### src/logic/hall_pkg.sv
// Purpose: Shared constants and types for the Hall commutation block.
// Assumes: Phase A is bit 0 of a bridge mask, phase C is bit 2.
// Notes: Hall codes are written {A,B,C} with A as the top bit.
`default_nettype none
package hall_pkg;
	// Drive schemes in strap level order, lowest level first.
	typedef enum logic [2:0] {
		SCHEME_ASYNC_ANALOG,
		SCHEME_ASYNC_DIGITAL,
		SCHEME_SYNC_ANALOG,
		SCHEME_SYNC_DIGITAL,
		SCHEME_RECT_ANALOG,
		SCHEME_RECT_DIGITAL,
		SCHEME_UNASSIGNED
	} scheme_e;

	// Gate commands for the three half-bridges.
	typedef struct packed {
		logic [2:0] hs;
		logic [2:0] ls;
	} bridge_s;

	// Special Hall codes.
	localparam logic [2:0] CODE_STOP  = 3'h0;
	localparam logic [2:0] CODE_ALIGN = 3'h7;
	localparam int         STEPS      = 6;
	localparam logic [2:0] STEP_LAST  = 3'h5;
	localparam logic [2:0] STEP_FIRST = 3'h0;
	localparam logic [2:0] STEP_INC   = 3'h1;

	// Forward Hall code, modulated phase and on low side of each step.
	localparam logic [2:0] STEP_CODE [STEPS] = '{3'h6, 3'h4, 3'h5, 3'h1, 3'h3, 3'h2};
	localparam logic [2:0] STEP_HI   [STEPS] = '{3'h2, 3'h1, 3'h1, 3'h4, 3'h4, 3'h2};
	localparam logic [2:0] STEP_LO   [STEPS] = '{3'h4, 3'h4, 3'h2, 3'h2, 3'h1, 3'h1};
	localparam logic [2:0] ALIGN_HI  = 3'h1;
	localparam logic [2:0] ALIGN_LO  = 3'h6;

	// Nominal lead angle in degrees for each three-bit lead code.
	localparam logic [4:0] LEAD_DEG [8] = '{5'h00, 5'h04, 5'h07, 5'h0b,
		5'h0f, 5'h14, 5'h19, 5'h1e};
	// Lead code chosen by each of the seven strap levels.
	localparam logic [2:0] LEAD_STRAP_CODE [7] = '{3'h0, 3'h1, 3'h3, 3'h4,
		3'h5, 3'h6, 3'h7};
	localparam logic [2:0] STRAP_LVL_MAX = 3'h6;
	localparam logic [5:0] DEG_PER_STEP  = 6'h3c;
	localparam logic [4:0] DEG_ZERO      = 5'h00;

	// Register map, byte addresses on the APB.
	localparam int          ADDR_W      = 8;
	localparam logic [7:0]  ADDR_CTRL   = 8'h00;
	localparam logic [7:0]  ADDR_STATUS = 8'h04;
	localparam logic [31:0] CTRL_RESET  = 32'h0;
	localparam int CTRL_SRC_BIT    = 0;
	localparam int CTRL_SCHEME_LSB = 1;
	localparam int CTRL_LEAD_LSB   = 4;
	localparam int CTRL_SLEW_LSB   = 7;
	localparam int CTRL_SDO_OD_BIT = 9;
	localparam int ST_HALL_LSB     = 0;
	localparam int ST_SCHEME_LSB   = 3;
	localparam int ST_STEP_LSB     = 6;
	localparam int ST_BRAKE_BIT    = 9;
	localparam int ST_DIR_BIT      = 10;
	localparam int ST_STRAP_LSB    = 11;
endpackage
`default_nettype wire

### src/logic/hall_channel.sv
// Purpose: One Hall position channel: synchroniser and comparator.
// Assumes: Sensor levels arrive as unsigned samples of width W.
// Notes: Digital sensing looks at the positive input only.
`timescale 1ns/1ps
`default_nettype none
module hall_channel #(
	parameter int W = 8
) (
	// Clock and reset.
	input  wire logic         sys_clk_i,
	input  wire logic         srst_i,
	// Sensor pair and sensing mode.
	input  wire logic [W-1:0] pos_i,
	input  wire logic [W-1:0] neg_i,
	input  wire logic         analog_i,
	// Decoded position bit.
	output logic              bit_o
);
	logic [W-1:0] pos_s1_q;  // First synchroniser stage, positive input.
	logic [W-1:0] neg_s1_q;  // First synchroniser stage, negative input.
	logic [W-1:0] pos_s2_q;  // Second stage, safe to decode.
	logic [W-1:0] neg_s2_q;  // Second stage, safe to decode.

	// Two flip-flop synchroniser; only the second stage is decoded.
	always_ff @(posedge sys_clk_i) begin
		if (srst_i) begin
			pos_s1_q <= '0;
			neg_s1_q <= '0;
			pos_s2_q <= '0;
			neg_s2_q <= '0;
		end else begin
			pos_s1_q <= pos_i;
			neg_s1_q <= neg_i;
			pos_s2_q <= pos_s1_q;
			neg_s2_q <= neg_s1_q;
		end
	end

	// Analog pairs use the differential zero crossing; digital uses the top half.
	always_comb begin
		if (analog_i) begin
			bit_o = (pos_s2_q > neg_s2_q);
		end else begin
			bit_o = pos_s2_q[W-1];
		end
	end
endmodule
`default_nettype wire

### src/logic/hall_trapezoid_commutator.sv
// Purpose: Sensored six-step commutation with strap or register setup.
// Assumes: APB slave with zero wait states; straps arrive as level classes.
// Notes: Gate outputs are registered, three clocks behind the Hall pins.
//
// Design decisions made here: the APB slave port and the register addresses.
`timescale 1ns/1ps
`default_nettype none
// Function
// - Six-step table indexed by Hall code drives switches
// - PWM input sets modulated phase frequency, duty
// - Seven schemes; async, sync, rectified, unassigned
// - Seven strap levels select schemes one to seven
// - Analog compares pair; digital uses positive only
// - Scheme alone selects analog or digital sensing
// - Asynchronous schemes keep modulated low side off
// - Forward asynchronous code to phase mapping table
// - Code 000 all off; 111 aligns phase A
// - Reverse direction uses complemented step codes
// - Synchronous low side gets complemented PWM
// - Brake: highs off, lows on, overrides all
// - Straps sampled once after reset, then held
// - Straps set lead angle, scheme, slew rate
// - Serial output enabled only while select low
// - Serial output open-drain or push-pull selectable
// - Lead code selects zero to thirty degrees
module hall_trapezoid_commutator #(
	parameter int HALL_W   = 8,
	parameter int PERIOD_W = 20
) (
	// Clock and reset.
	input  wire logic                       sys_clk_i,
	input  wire logic                       srst_i,
	// APB slave.
	input  wire logic [hall_pkg::ADDR_W-1:0] paddr_i,
	input  wire logic                       psel_i,
	input  wire logic                       penable_i,
	input  wire logic                       pwrite_i,
	input  wire logic [31:0]                pwdata_i,
	output logic [31:0]                     prdata_o,
	output logic                            pready_o,
	output logic                            pslverr_o,
	// Hall sensor pairs.
	input  wire logic [HALL_W-1:0]          hall_pos_in_a_i,
	input  wire logic [HALL_W-1:0]          hall_pos_in_b_i,
	input  wire logic [HALL_W-1:0]          hall_pos_in_c_i,
	input  wire logic [HALL_W-1:0]          hall_neg_in_a_i,
	input  wire logic [HALL_W-1:0]          hall_neg_in_b_i,
	input  wire logic [HALL_W-1:0]          hall_neg_in_c_i,
	// Host control pins.
	input  wire logic                       pwm_i,
	input  wire logic                       dir_i,
	input  wire logic                       brake_i,
	// Strap level classes, zero is tied to ground.
	input  wire logic [2:0]                 scheme_strap_lvl_i,
	input  wire logic [1:0]                 slew_strap_lvl_i,
	input  wire logic [2:0]                 lead_strap_lvl_i,
	// Serial data output pin.
	input  wire logic                       ser_cs_n_i,
	input  wire logic                       ser_data_i,
	output logic                            sdo_o,
	output logic                            sdo_oe_o,
	// Bridge and configuration outputs.
	output hall_pkg::bridge_s               bridge_o,
	output logic [1:0]                      slew_code_o,
	output logic                            active_sync_rectify_o,
	output logic                            active_async_rectify_o
);
	logic [1:0]        ctl_s1_q;        // First stage of {brake, dir}.
	logic [1:0]        ctl_s2_q;        // Synchronised {brake, dir}.
	logic              brake_s;         // Synchronised brake.
	logic              dir_s;           // Synchronised direction.
	logic              strap_taken_q;   // Straps already captured.
	logic [2:0]        strap_scheme_q;  // Captured scheme level.
	logic [1:0]        strap_slew_q;    // Captured slew level.
	logic [2:0]        strap_lead_q;    // Captured lead level.
	logic [31:0]       ctrl_q;          // Control register.
	logic [31:0]       prdata_q;        // Read data held for the access phase.
	hall_pkg::scheme_e scheme;          // Scheme in force.
	logic              is_analog;       // Differential sensing.
	logic              is_sync;         // Synchronous modulation.
	wire logic [2:0]   code;            // Raw Hall code {A,B,C}, one bit per channel.
	logic [2:0]        fwd_code;        // Code in forward terms.
	logic              step_hit;        // Code names one of the six steps.
	logic [2:0]        step_idx;        // Step number for the code.
	logic [2:0]        prev_step_q;     // Step seen last cycle.
	logic [PERIOD_W-1:0] elapsed_q;     // Cycles spent in this step.
	logic [PERIOD_W-1:0] period_q;      // Length of the last whole step.
	logic [2:0]        lead_code;       // Lead code in force.
	logic [PERIOD_W+4:0] lead_prod;     // Period times lead degrees.
	logic [PERIOD_W-1:0] lead_thr;      // Cycles before an early step.
	logic              use_next;        // Commutate to the next step now.
	logic [2:0]        drive_idx;       // Step actually driven.
	logic [2:0]        hi_mask;         // Modulated phases.
	logic [2:0]        lo_mask;         // Low sides held on.
	hall_pkg::bridge_s bridge_d;        // Next gate pattern.
	hall_pkg::bridge_s bridge_q;        // Registered gate pattern.
	logic [HALL_W-1:0] pos_arr [3];     // Positive inputs, A first.
	logic [HALL_W-1:0] neg_arr [3];     // Negative inputs, A first.
	logic              wr_en;           // APB write at the access edge.
	logic              mapped;          // Address is a register.

	assign brake_s = ctl_s2_q[1];
	assign dir_s   = ctl_s2_q[0];

	// Synchronise the direction and brake pins.
	always_ff @(posedge sys_clk_i) begin
		if (srst_i) begin
			ctl_s1_q <= '0;
			ctl_s2_q <= '0;
		end else begin
			ctl_s1_q <= {brake_i, dir_i};
			ctl_s2_q <= ctl_s1_q;
		end
	end

	// Capture the straps once, in the first cycle after reset is released.
	always_ff @(posedge sys_clk_i) begin
		if (srst_i) begin
			strap_taken_q  <= 1'b0;
			strap_scheme_q <= 3'(hall_pkg::SCHEME_UNASSIGNED);
			strap_slew_q   <= '0;
			strap_lead_q   <= '0;
		end else if (!strap_taken_q) begin
			strap_taken_q  <= 1'b1;
			strap_scheme_q <= scheme_strap_lvl_i;
			strap_slew_q   <= slew_strap_lvl_i;
			strap_lead_q   <= lead_strap_lvl_i;
		end
	end

	// APB decode; the slave always answers in the first access cycle.
	assign mapped    = (paddr_i == hall_pkg::ADDR_CTRL) || (paddr_i == hall_pkg::ADDR_STATUS);
	assign wr_en     = psel_i && penable_i && pwrite_i && (paddr_i == hall_pkg::ADDR_CTRL);
	assign pready_o  = psel_i && penable_i;
	assign pslverr_o = psel_i && penable_i && !mapped;
	assign prdata_o  = prdata_q;

	// Control register write.
	always_ff @(posedge sys_clk_i) begin
		if (srst_i) begin
			ctrl_q <= hall_pkg::CTRL_RESET;
		end else if (wr_en) begin
			ctrl_q <= pwdata_i;
		end
	end

	// Read data is loaded in the setup cycle so it stands for the access phase.
	always_ff @(posedge sys_clk_i) begin
		if (srst_i) begin
			prdata_q <= '0;
		end else if (psel_i && !penable_i) begin
			prdata_q <= '0;
			if (paddr_i == hall_pkg::ADDR_CTRL) begin
				prdata_q <= ctrl_q;
			end else if (paddr_i == hall_pkg::ADDR_STATUS) begin
				prdata_q[hall_pkg::ST_HALL_LSB +: 3]   <= code;
				prdata_q[hall_pkg::ST_SCHEME_LSB +: 3] <= 3'(scheme);
				prdata_q[hall_pkg::ST_STEP_LSB +: 3]   <= drive_idx;
				prdata_q[hall_pkg::ST_BRAKE_BIT]       <= brake_s;
				prdata_q[hall_pkg::ST_DIR_BIT]         <= dir_s;
				prdata_q[hall_pkg::ST_STRAP_LSB +: 3]  <= strap_scheme_q;
			end
		end
	end

	// Scheme comes from the register when selected, else from the strap.
	always_comb begin
		if (ctrl_q[hall_pkg::CTRL_SRC_BIT]) begin
			scheme = hall_pkg::scheme_e'(ctrl_q[hall_pkg::CTRL_SCHEME_LSB +: 3]);
		end else begin
			scheme = hall_pkg::scheme_e'(strap_scheme_q);
		end
		if (scheme > hall_pkg::SCHEME_UNASSIGNED) begin
			scheme = hall_pkg::SCHEME_UNASSIGNED;
		end
	end

	// Sensing and modulation flavour follow from the scheme only.
	assign is_analog = (scheme == hall_pkg::SCHEME_ASYNC_ANALOG) ||
		(scheme == hall_pkg::SCHEME_SYNC_ANALOG) ||
		(scheme == hall_pkg::SCHEME_RECT_ANALOG);
	assign is_sync = (scheme != hall_pkg::SCHEME_ASYNC_ANALOG) &&
		(scheme != hall_pkg::SCHEME_ASYNC_DIGITAL);
	assign active_sync_rectify_o  = (scheme == hall_pkg::SCHEME_RECT_ANALOG) ||
		(scheme == hall_pkg::SCHEME_RECT_DIGITAL);
	assign active_async_rectify_o = active_sync_rectify_o;

	// Three identical Hall channels, A drives the top code bit.
	assign pos_arr = '{hall_pos_in_a_i, hall_pos_in_b_i, hall_pos_in_c_i};
	assign neg_arr = '{hall_neg_in_a_i, hall_neg_in_b_i, hall_neg_in_c_i};
	for (genvar g = 0; g < 3; g++) begin : gen_hall
		hall_channel #(.W(HALL_W)) u_chan (
			.sys_clk_i (sys_clk_i),
			.srst_i    (srst_i),
			.pos_i     (pos_arr[g]),
			.neg_i     (neg_arr[g]),
			.analog_i  (is_analog),
			.bit_o     (code[2-g])
		);
	end

	// Reverse direction complements the step codes; stop and align stay put.
	always_comb begin
		fwd_code = code;
		if (dir_s && code != hall_pkg::CODE_STOP && code != hall_pkg::CODE_ALIGN) begin
			fwd_code = ~code;
		end
		step_hit = 1'b0;
		step_idx = hall_pkg::STEP_FIRST;
		for (int i = 0; i < hall_pkg::STEPS; i++) begin
			if (fwd_code == hall_pkg::STEP_CODE[i]) begin
				step_hit = 1'b1;
				step_idx = 3'(i);
			end
		end
	end

	// Measure the length of each step so the lead can be timed.
	always_ff @(posedge sys_clk_i) begin
		if (srst_i) begin
			prev_step_q <= hall_pkg::STEP_FIRST;
			elapsed_q   <= '0;
			period_q    <= '0;
		end else begin
			prev_step_q <= step_idx;
			if (step_hit && step_idx != prev_step_q) begin
				period_q  <= elapsed_q;
				elapsed_q <= '0;
			end else if (!(&elapsed_q)) begin
				elapsed_q <= elapsed_q + 1'b1;
			end
		end
	end

	// Lead code and slew come from the register when selected.
	always_comb begin
		if (ctrl_q[hall_pkg::CTRL_SRC_BIT]) begin
			lead_code   = ctrl_q[hall_pkg::CTRL_LEAD_LSB +: 3];
			slew_code_o = ctrl_q[hall_pkg::CTRL_SLEW_LSB +: 2];
		end else begin
			lead_code = hall_pkg::LEAD_STRAP_CODE[hall_pkg::STRAP_LVL_MAX];
			if (strap_lead_q <= hall_pkg::STRAP_LVL_MAX) begin
				lead_code = hall_pkg::LEAD_STRAP_CODE[strap_lead_q];
			end
			slew_code_o = strap_slew_q;
		end
	end

	// Step early once the remaining part of the step equals the lead angle.
	always_comb begin
		lead_prod = period_q * hall_pkg::LEAD_DEG[lead_code];
		lead_thr  = period_q - PERIOD_W'(lead_prod / hall_pkg::DEG_PER_STEP);
		use_next  = step_hit && (period_q != '0) && (&elapsed_q == 1'b0) &&
			(hall_pkg::LEAD_DEG[lead_code] != hall_pkg::DEG_ZERO) &&
			(step_idx == prev_step_q) && (elapsed_q >= lead_thr);
		drive_idx = step_idx;
		if (use_next) begin
			drive_idx = (step_idx == hall_pkg::STEP_LAST) ? hall_pkg::STEP_FIRST :
				step_idx + hall_pkg::STEP_INC;
		end
	end

	// Gate pattern: brake first, then stop, unassigned, align, table steps.
	always_comb begin
		hi_mask = '0;
		lo_mask = '0;
		if (code == hall_pkg::CODE_ALIGN) begin
			hi_mask = hall_pkg::ALIGN_HI;
			lo_mask = hall_pkg::ALIGN_LO;
		end else if (step_hit) begin
			hi_mask = hall_pkg::STEP_HI[drive_idx];
			lo_mask = hall_pkg::STEP_LO[drive_idx];
		end
		if (scheme == hall_pkg::SCHEME_UNASSIGNED) begin
			hi_mask = '0;
			lo_mask = '0;
		end
		bridge_d.hs = hi_mask & {3{pwm_i}};
		bridge_d.ls = lo_mask;
		if (is_sync) begin
			bridge_d.ls = lo_mask | (hi_mask & ~{3{pwm_i}});
		end
		if (brake_s) begin
			bridge_d.hs = '0;
			bridge_d.ls = '1;
		end
	end

	// Registered gate outputs keep decode glitches off the bridge.
	always_ff @(posedge sys_clk_i) begin
		if (srst_i) begin
			bridge_q <= '0;
		end else begin
			bridge_q <= bridge_d;
		end
	end
	assign bridge_o = bridge_q;

	// Serial output drives only while selected, in the chosen driver style.
	always_comb begin
		sdo_o    = ser_data_i;
		sdo_oe_o = !ser_cs_n_i;
		if (ctrl_q[hall_pkg::CTRL_SDO_OD_BIT]) begin
			sdo_o    = 1'b0;
			sdo_oe_o = !ser_cs_n_i && !ser_data_i;
		end
	end
endmodule
`default_nettype wire

### config.mk
export PLATFORM = sky130hd
export DESIGN_NAME = hall_trapezoid_commutator
export DESIGN_NICKNAME = d
export VERILOG_FILES = /design/src/logic/hall_pkg.sv /design/src/logic/hall_channel.sv /design/src/logic/hall_trapezoid_commutator.sv
export SDC_FILE = /design/constraint.sdc
export NUM_CORES = 1
export LEC_CHECK = 0
export CAP_MARGIN = 20
export CORE_ASPECT_RATIO = 1.25
export CORE_MARGIN = 5
export CORE_UTILIZATION = 40
export DETAILED_ROUTE_END_ITERATION = 16
export DONT_BUFFER_PORTS = 1
export PLACE_DENSITY = 0.57
export SLEW_MARGIN = 5
export SYNTH_ARGS = -nofsm -noshare
export SYNTH_HDL_FRONTEND = slang
export SYNTH_SLANG_ARGS = --single-unit
### constraint.sdc
create_clock -name sys_clk_i -period 24.8 [get_ports sys_clk_i]
set_input_delay 4.96 -clock sys_clk_i [delete_from_list [all_inputs] [get_ports sys_clk_i]]
set_output_delay 4.96 -clock sys_clk_i [all_outputs]
set_load 0.005 [all_outputs]
# Word level (Yosys, flattened, before mapping)
# Memory sizes are Yosys's and may differ from the RTL's.
# Cells that the tools add are included.
# W data, S select, Z words.
[word_totals]
latchBits = 0
register_bits = 222
n_memories = 4
out_inout_bits = 46
elab_cells = 145
ramBits = 0
romBits = 112
input_bits = 106
[op_classes]
n_div = 1
n_shift = 0
add_sub_neg = 3
n_lt_le_gt_ge = 9
n_eq_ne = 17
bitwise = 9
muxes = 44
mul = 1
reduce_logical = 32
[mem_list]
columns = ["memory", "words", "word_bits", "read_ports", "rd_clocked_by_memory_dff", "write_ports", "line_no", "text"]
rows = [
  ["(no name shown)", 8, 5, 1, 0, 0, "hall_trapezoid_commutator.sv:254", "(hall_pkg::LEAD_DEG[lead_code] != hall_pkg::DEG_ZERO) &&"],
  ["(no name shown)", 8, 3, 1, 0, 0, "hall_trapezoid_commutator.sv:272", "lo_mask = hall_pkg::STEP_LO[drive_idx];"],
  ["(no name shown)", 8, 3, 1, 0, 0, "hall_trapezoid_commutator.sv:271", "hi_mask = hall_pkg::STEP_HI[drive_idx];"],
  ["(no name shown)", 8, 3, 1, 0, 0, "hall_trapezoid_commutator.sv:243", "lead_code = hall_pkg::LEAD_STRAP_CODE[strap_lead_q];"],
]
[op_table]
columns = ["op", "count"]
rows = [
  ["$mux W3", 25],
  ["$mux W14", 2],
  ["$div A25 B6 Y25 const B", 1],
  ["$mul A20 B5 Y25", 1],
  ["$eq A3 B3 Y1 const B", 8],
  ["$gt A8 B8 Y1", 3],
  ["$add A20 B1 Y20 const B", 1],
  ["$ge A20 B20 Y1", 1],
  ["$reduce_and A20 Y1", 1],
  ["$reduce_bool A20 Y1", 1],
  ["$sub A20 B20 Y20", 1],
  ["$mux W18", 1],
  ["$logic_and A1 B1 Y1", 15],
  ["$mux W1", 13],
  ["$ge A4 B4 Y1 const B", 3],
  ["$not A3 Y4", 3],
  ["$mux W5", 2],
  ["$eq A3 B2 Y1 const B", 3],
  ["$eq A8 B3 Y1 const B", 1],
  ["$logic_not A8 Y1", 1],
  ["$and A3 B3 Y3", 2],
  ["$not A3 Y3", 2],
  ["$reduce_bool A3 Y1", 2],
  ["$reduce_bool A5 Y1", 1],
  ["other kinds (15)", 22],
]

# Depth between registers and ports, before layout
[depth]
ltp_word = 35
depth_mapped = 94
ltp_nobuf = 87

# Cells and area by module
# From an unflattened synthesis, not the netlist that was laid out.
[unflattened]
cells_unflattened = 1944
hier_area_um2 = 16209.3
[by_module_without_submodules]
columns = ["mod", "seq_area_each_um2", "area_each_um2", "cells_each", "n_inst"]
rows = [
  ["hall_trapezoid_commutator", 2522.4, 12928.6, 1656, 1],
  ["hall_channel", 640.6, 1093.5, 96, 3],
]

# Worst setup path after synthesis
# No wires, ideal clock.
[synth_timing]
kind = "flip-flop to flip-flop"
startpoint = "reg ctrl_q[0]"
endpoint = "reg bridge_q (netlist bit bridge_o[0])"
setup_time_ns = 0.128
path_buffers = 7
period_less_slack_ns = 16.574
path_slack_ns = 8.226
required_time_ns = 24.672
arrival_ns = 16.446
path_stages_with_launch = 86
path_cell_list = "dfxtp_1 > clkbuf_1 > clkbuf_1 > a21oi_1 > ha_1 > nor2_1 > clkbuf_1 > clkbuf_1 > and2_1 > fa_1 > fa_1 > inv_1 > fa_1 > inv_1 > ha_1 > buf_2 > a21oi_1 > o221ai_1 > [... 50 more ...] > a21oi_1 > o21bai_1 > a21o_1 > a21oi_1 > xor2_1 > ha_1 > o21ai_0 > nand2b_1 > a21oi_1 > nor3_1 > mux2i_1 > nor2_1 > inv_1 > ha_1 > o211ai_1 > a21boi_0 > a211oi_1 > nor2_1"
[synth_between]
elab_chain_cells = 35
elab_cells_between_ends = 76
classes_between = "add/sub (2); mul (1); div (1); order compare (2); eq/ne (14); mux (34); bitwise (5); reduce/logical (14); memory (3)"
[synth_lines]
columns = ["item", "line_no", "text"]
rows = [
  ["start, declared", "hall_trapezoid_commutator.sv:76", "logic [31:0] ctrl_q;"],
  ["start signal, assigned", "hall_trapezoid_commutator.sv:141", "ctrl_q <= hall_pkg::CTRL_RESET;"],
  ["start signal, assigned", "hall_trapezoid_commutator.sv:143", "ctrl_q <= pwdata_i;"],
  ["parallel branches: the longest is 33 deep, another holds $mul A20 B5 Y25", "--", ""],
  ["$mux W3 (*)", "hall_trapezoid_commutator.sv:280", "if (is_sync) begin"],
  ["$mux W3 (*)", "hall_trapezoid_commutator.sv:283", "if (brake_s) begin"],
  ["end signal, assigned", "hall_trapezoid_commutator.sv:294", "bridge_q <= bridge_d;"],
  ["end, declared", "hall_trapezoid_commutator.sv:96", "hall_pkg::bridge_s bridge_q;"],
]
# Mark *: on every way between the ends. The select of a mux whose other input is x is not followed.
# A chain may end at the register's enable or synchronous reset.

# Worst setup path after layout
[layout_timing]
startpoint = "reg strap_lead_q[0]"
endpoint = "reg bridge_q (netlist bit bridge_o[0])"
[layout_between]
elab_chain_cells = 27
elab_cells_between_ends = 37
classes_between = "add/sub (1); mul (1); div (1); order compare (2); mux (19); bitwise (5); reduce/logical (4); memory (4)"
[layout_lines]
columns = ["item", "line_no", "text"]
rows = [
  ["start, declared", "hall_trapezoid_commutator.sv:75", "logic [2:0] strap_lead_q;"],
  ["start signal, assigned", "hall_trapezoid_commutator.sv:127", "strap_lead_q <= lead_strap_lvl_i;"],
  ["$not A3 Y4 (not written as such)", "hall_trapezoid_commutator.sv:243", ""],
  ["$mem_v2 Z8 W3", "--", ""],
  ["$mux W3 (not written as such) (2 in a row)", "hall_trapezoid_commutator.sv:243", ""],
  ["$mux W3 (*)", "hall_trapezoid_commutator.sv:242", "if (strap_lead_q <= hall_pkg::STRAP_LVL_MAX) begin"],
  ["$mux W3 (*)", "hall_trapezoid_commutator.sv:237", "if (ctrl_q[hall_pkg::CTRL_SRC_BIT]) begin"],
  ["$not A3 Y4 (not written as such) (*)", "hall_trapezoid_commutator.sv:251, hall_trapezoid_commutator.sv:254", ""],
  ["$mem_v2 Z8 W5 (*)", "--", ""],
  ["$mux W5 (not written as such) (*) (2 in a row)", "hall_trapezoid_commutator.sv:254", ""],
  ["[... 8 more ...]", "--", ""],
  ["$mux W3 (not written as such) (2 in a row)", "hall_trapezoid_commutator.sv:271", ""],
  ["$mux W3", "hall_trapezoid_commutator.sv:270", "end else if (step_hit) begin"],
  ["$mux W3", "hall_trapezoid_commutator.sv:267", "if (code == hall_pkg::CODE_ALIGN) begin"],
  ["$mux W3", "hall_trapezoid_commutator.sv:274", "if (scheme == hall_pkg::SCHEME_UNASSIGNED) begin"],
  ["$and A3 B3 Y3", "hall_trapezoid_commutator.sv:281", "bridge_d.ls = lo_mask | (hi_mask & ~{3{pwm_i}});"],
  ["$or A3 B3 Y3", "hall_trapezoid_commutator.sv:281", ""],
  ["$mux W3 (*)", "hall_trapezoid_commutator.sv:280", ""],
  ["$mux W3 (*)", "hall_trapezoid_commutator.sv:283", ""],
]
# Mark *: on every way between the ends. The rest lies on a longest branch, timed or not. The select of a mux whose other input is x is not followed.

==> out/results.txt <==
The run finished with clean final reports. Summed negative setup slack over all endpoints: 0 ns. The synthesized netlist occupies a cell area of 0.0160 mm^2.

After detailed placement, the total cell area comes to 0.0163 mm^2. The critical path contains buffers and inverters numbering 6 combined. For this run, the leading register cell type out of synthesis is dfxtp_1. The detail route stage leaves a number of antenna-violating nets equal to 0.

After detailed routing, the number of remaining DRC violations is 0. Entering global routing, the biggest net connects 200 pins. For the final number of max-transition violations, the log shows 0. At the later pin of the worst-skew pair, clock insertion delay measures 0.50 ns. Type of element capturing the critical path: a register. The library cells used most frequently in the layout, excluding fill and tap cells, are dfxtp_1, nand2_1, nor2_1.

In this run, flip-flops and latches consume 47.9% of the power. Summing the sequential cell areas from Yosys gives 27.8% of the chip area. Yosys mapped a number of flops with a built-in enable equal to 0.

Headroom to the max-slew limit came out at 40.4%. The tools report the via count of the first global-routing pass as 12,900. For this design the ratio of total power to cell area is 45.9 mW/mm^2.

The length of the first detailed-routing pass in iterations is 5. The final-report hold violation count came out at 0. From synthesis to final layout, the design area changed by 6.33%. Internal power comes to 0.592 mW.

Category of the most critical setup path: register to register. The run gives 0.0441 mm^2 as the area of the die. STA classifies the critical path startpoint as a register. The total vias in the final route came out at 13,100. The tools report the count of synthesis-stage warnings from yosys as 0.

Leaving out fill and tap cells, the most frequent cell in the layout is dfxtp_1. The tools report the number of endpoints failing setup at the final stage as 0. After clock tree synthesis, the clock-pin slew on the worst setup and hold paths is 0.07 ns.

Broken down by cell family, the worst path's largest delay share belongs to compound AO/OA/AOI/OAI gates. The logs give 81 for the number of placement rows and 0.0393 mm^2 for the placeable core region. Final net count: 2,139. Cell with the most instances on the worst path: a21oi_1. STA puts the critical path data required time at 25.18 ns. Along the worst path, the maximum fanout reaches 11.

The largest individual stage delay along the critical path comes from the cell mux2i_1. The switching share of power was 24.1%. The tightest min-delay check is of the register to register type. Gates resized during post-CTS repair numbered 0.

The routed via count divided by cell count was 5.49. The netlist uses 112 different library cells. The proportion of synthesized flip-flops having asynchronous set or reset was 0%. The run gives 17.2% as the overall fraction of global-route tracks in use. After clock tree synthesis, the setup repair step added 0 buffers. Number of DRC violations after detailed-routing iteration 0: 585. The instance count of the mapped netlist is 1,927, and the number of standard cells in the final layout excluding fillers is 2,386. The clock drives 222 sinks. The run gives 39,100 um as the post-detailed-routing wire length. The overall power of the completed layout was 0.779 mW; the initial core utilization was 40.6%. The initial antenna violation count is 1. Across all setup checks in the final design, the least slack found is 5.25 ns. The total of hold buffers inserted after clock tree synthesis was 0. The mean cell area of the mapped netlist was 8.29 um^2. The clock arrives with 0.0158 ns of skew. The run gives 6.73 nW as the leakage power summed over all cells. The cell at the root of the clock tree is clkbuf_16. The tools report the post-route standard cell area excluding fillers as 0.0170 mm^2. In the final routed layout, each cell accounts on average for 16.4 um. The share of post-route cells with drive strength above 1 was 5.67%; the clock period minus final worst setup slack was 19.55 ns. The worst-case setup slack after placement came out at 5.16 ns. Based on the critical path, the design can be clocked at up to 0.0511 GHz.

The cell count after placement was 2,349. In this run the vertical extent of the chip is 233 um. The leftover overflow at the end of global routing was 0; the period utilization was 78.8%. The net switching power of the design is 0.188 mW. The tools report the number of H-tree levels as 1. The run gives 19 as the CTS buffer count. Number of max-cap violations: 0. 152 I/O pins were placed. The portion of total power attributed to combinational logic was 11.6%; the number of buffer cells added on primary ports was 0.

Across all hold checks on the routed design, the worst slack comes to 0.433 ns. The clock passes through at most 3 buffers. For this run, the slowest stage of the critical path takes 0.69 ns.

The area used by sequential logic in the layout was 0.00444 mm^2. Summing all multi-input logic gate instances after layout gives 0.0108 mm^2. At the end of the flow the core is filled with cells to 43.2%.

Counting the fill cells in the layout gives 4,003. Setup repair after global routing left no endpoint under its margin. The first-pass GRT wire length is 64,700 um. Synthesis produced a netlist with a net count of 2,192. The congestion estimate from routability-driven global placement came to 0.899. The wire-length estimate of the detail-placed layout is 30,300 um. In this run, synthesis produced a sequential element count of 222. At the worst endpoint, the arrival time is 19.93 ns. The run gives 0.0754 mV as the peak supply drop. From left edge to right edge, the die measures 189 um. At the pin with the least slew margin, the transition time is 0.887 ns. Of the total power, the clock network draws 40.4%.

TritonCTS built the clock tree.
## layout make-up
class / count / area share, %
multi-input cells: 1510 / 63.3
flip-flops and latches: 222 / 26.2
well taps: 498 / 3.67
clock buffers: 27 / 3.21
inverters: 111 / 2.45
clock inverters: 7 / 0.693
repair buffers: 10 / 0.486
diodes: 1 / 0.0147
## state kept, by name (all words and copies together), names as in the netlist
register                  count
bridge_o                      6
ctl_s1_q                      2
ctl_s2_q                      2
ctrl_q                       32
elapsed_q                    20
gen_hall.u_chan.neg_s1_q     24
gen_hall.u_chan.neg_s2_q     24
gen_hall.u_chan.pos_s1_q     24
gen_hall.u_chan.pos_s2_q     24
period_q                     20
prdata_o                     32
prev_step_q                   3
strap_lead_q                  3
strap_scheme_q                3
strap_slew_q                  2
strap_taken_q                 1
## routing by layer
metal | track usage, % | up-vias | routed length, um
met5 | 0 | - | 0
met4 | 3.76 | 0 | 624
met3 | 3.38 | 42 | 2190
met2 | 31.7 | 275 | 19400
met1 | 20.7 | 6157 | 16900
li1 | - | 6628 | -
## logic make-up (layout without fill, tap and decap cells)
| family | after synthesis | after routing | synth area share [%] |
|---|---|---|---|
| simple gates | 776 | 776 | 25.2 |
| compound gates | 449 | 449 | 19.4 |
| flops | 222 | 222 | 27.8 |
| buf+inv | 195 | 155 | 4.86 |
| fa+ha+maj | 162 | 162 | 15.2 |
| xor+xnor | 65 | 65 | 3.66 |
| mux | 58 | 58 | 3.79 |
| other cells | 0 | 1 | 0 |
## synth_stat cells (all sizes together) (23+ instances only)
library cell	count	share of area, %
nand2b	29	1.1
and2	85	3.4
nor2	166	3.9
a22oi	28	1.3
dfxtp	222	28
nand2	168	4.0
clkbuf	62	1.5
xor2	31	1.7
a21oi	140	4.5
mux2i	51	3.3
ha	104	8.1
nand3	43	1.3
nor3	41	1.4
xnor2	34	2.0
nor2b	138	5.4
fa	55	6.9
o21ai	77	2.4
inv	111	2.6
nand4	23	0.90
## worst register-to-register path: cells and delay by family, from the launching register on
family | cells | cell delay (ns)
compound gates | 38 | 7.92
xor+xnor | 3 | 0.62
fa+ha+maj | 10 | 3.41
buf+inv | 6 | 0.65
flops | 1 | 0.41
mux | 3 | 1.01
simple gates | 24 | 5.47
## power by group through the flow
stage / registers, mW / logic [mW] / clock network, mW
3_3_place_gp: 0.382 / 0.0905 / 0
6_report: 0.373 / 0.0907 / 0.315
4_1_cts: 0.374 / 0.0920 / 0.328
2_1_floorplan: 0.379 / 0.0771 / 0
5_1_grt: 0.375 / 0.104 / 0.342
3_5_place_dp: 0.382 / 0.0914 / 0
## final timing paths
check | start | depth (start not counted) | to | slack, ns
setup / recovery | strap_lead_q[0] | 84 | bridge_o[0] | 5.25
hold / removal | gen_hall[2].u_chan.neg_s1_q[5] | 1 | gen_hall[2].u_chan.neg_s2_q[5] | 0.43
setup reg to reg | strap_lead_q[0] | 84 | bridge_o[0] | 5.25
hold reg to reg | gen_hall[2].u_chan.neg_s1_q[5] | 1 | gen_hall[2].u_chan.neg_s2_q[5] | 0.43
Power figures use the tool's default switching activity.
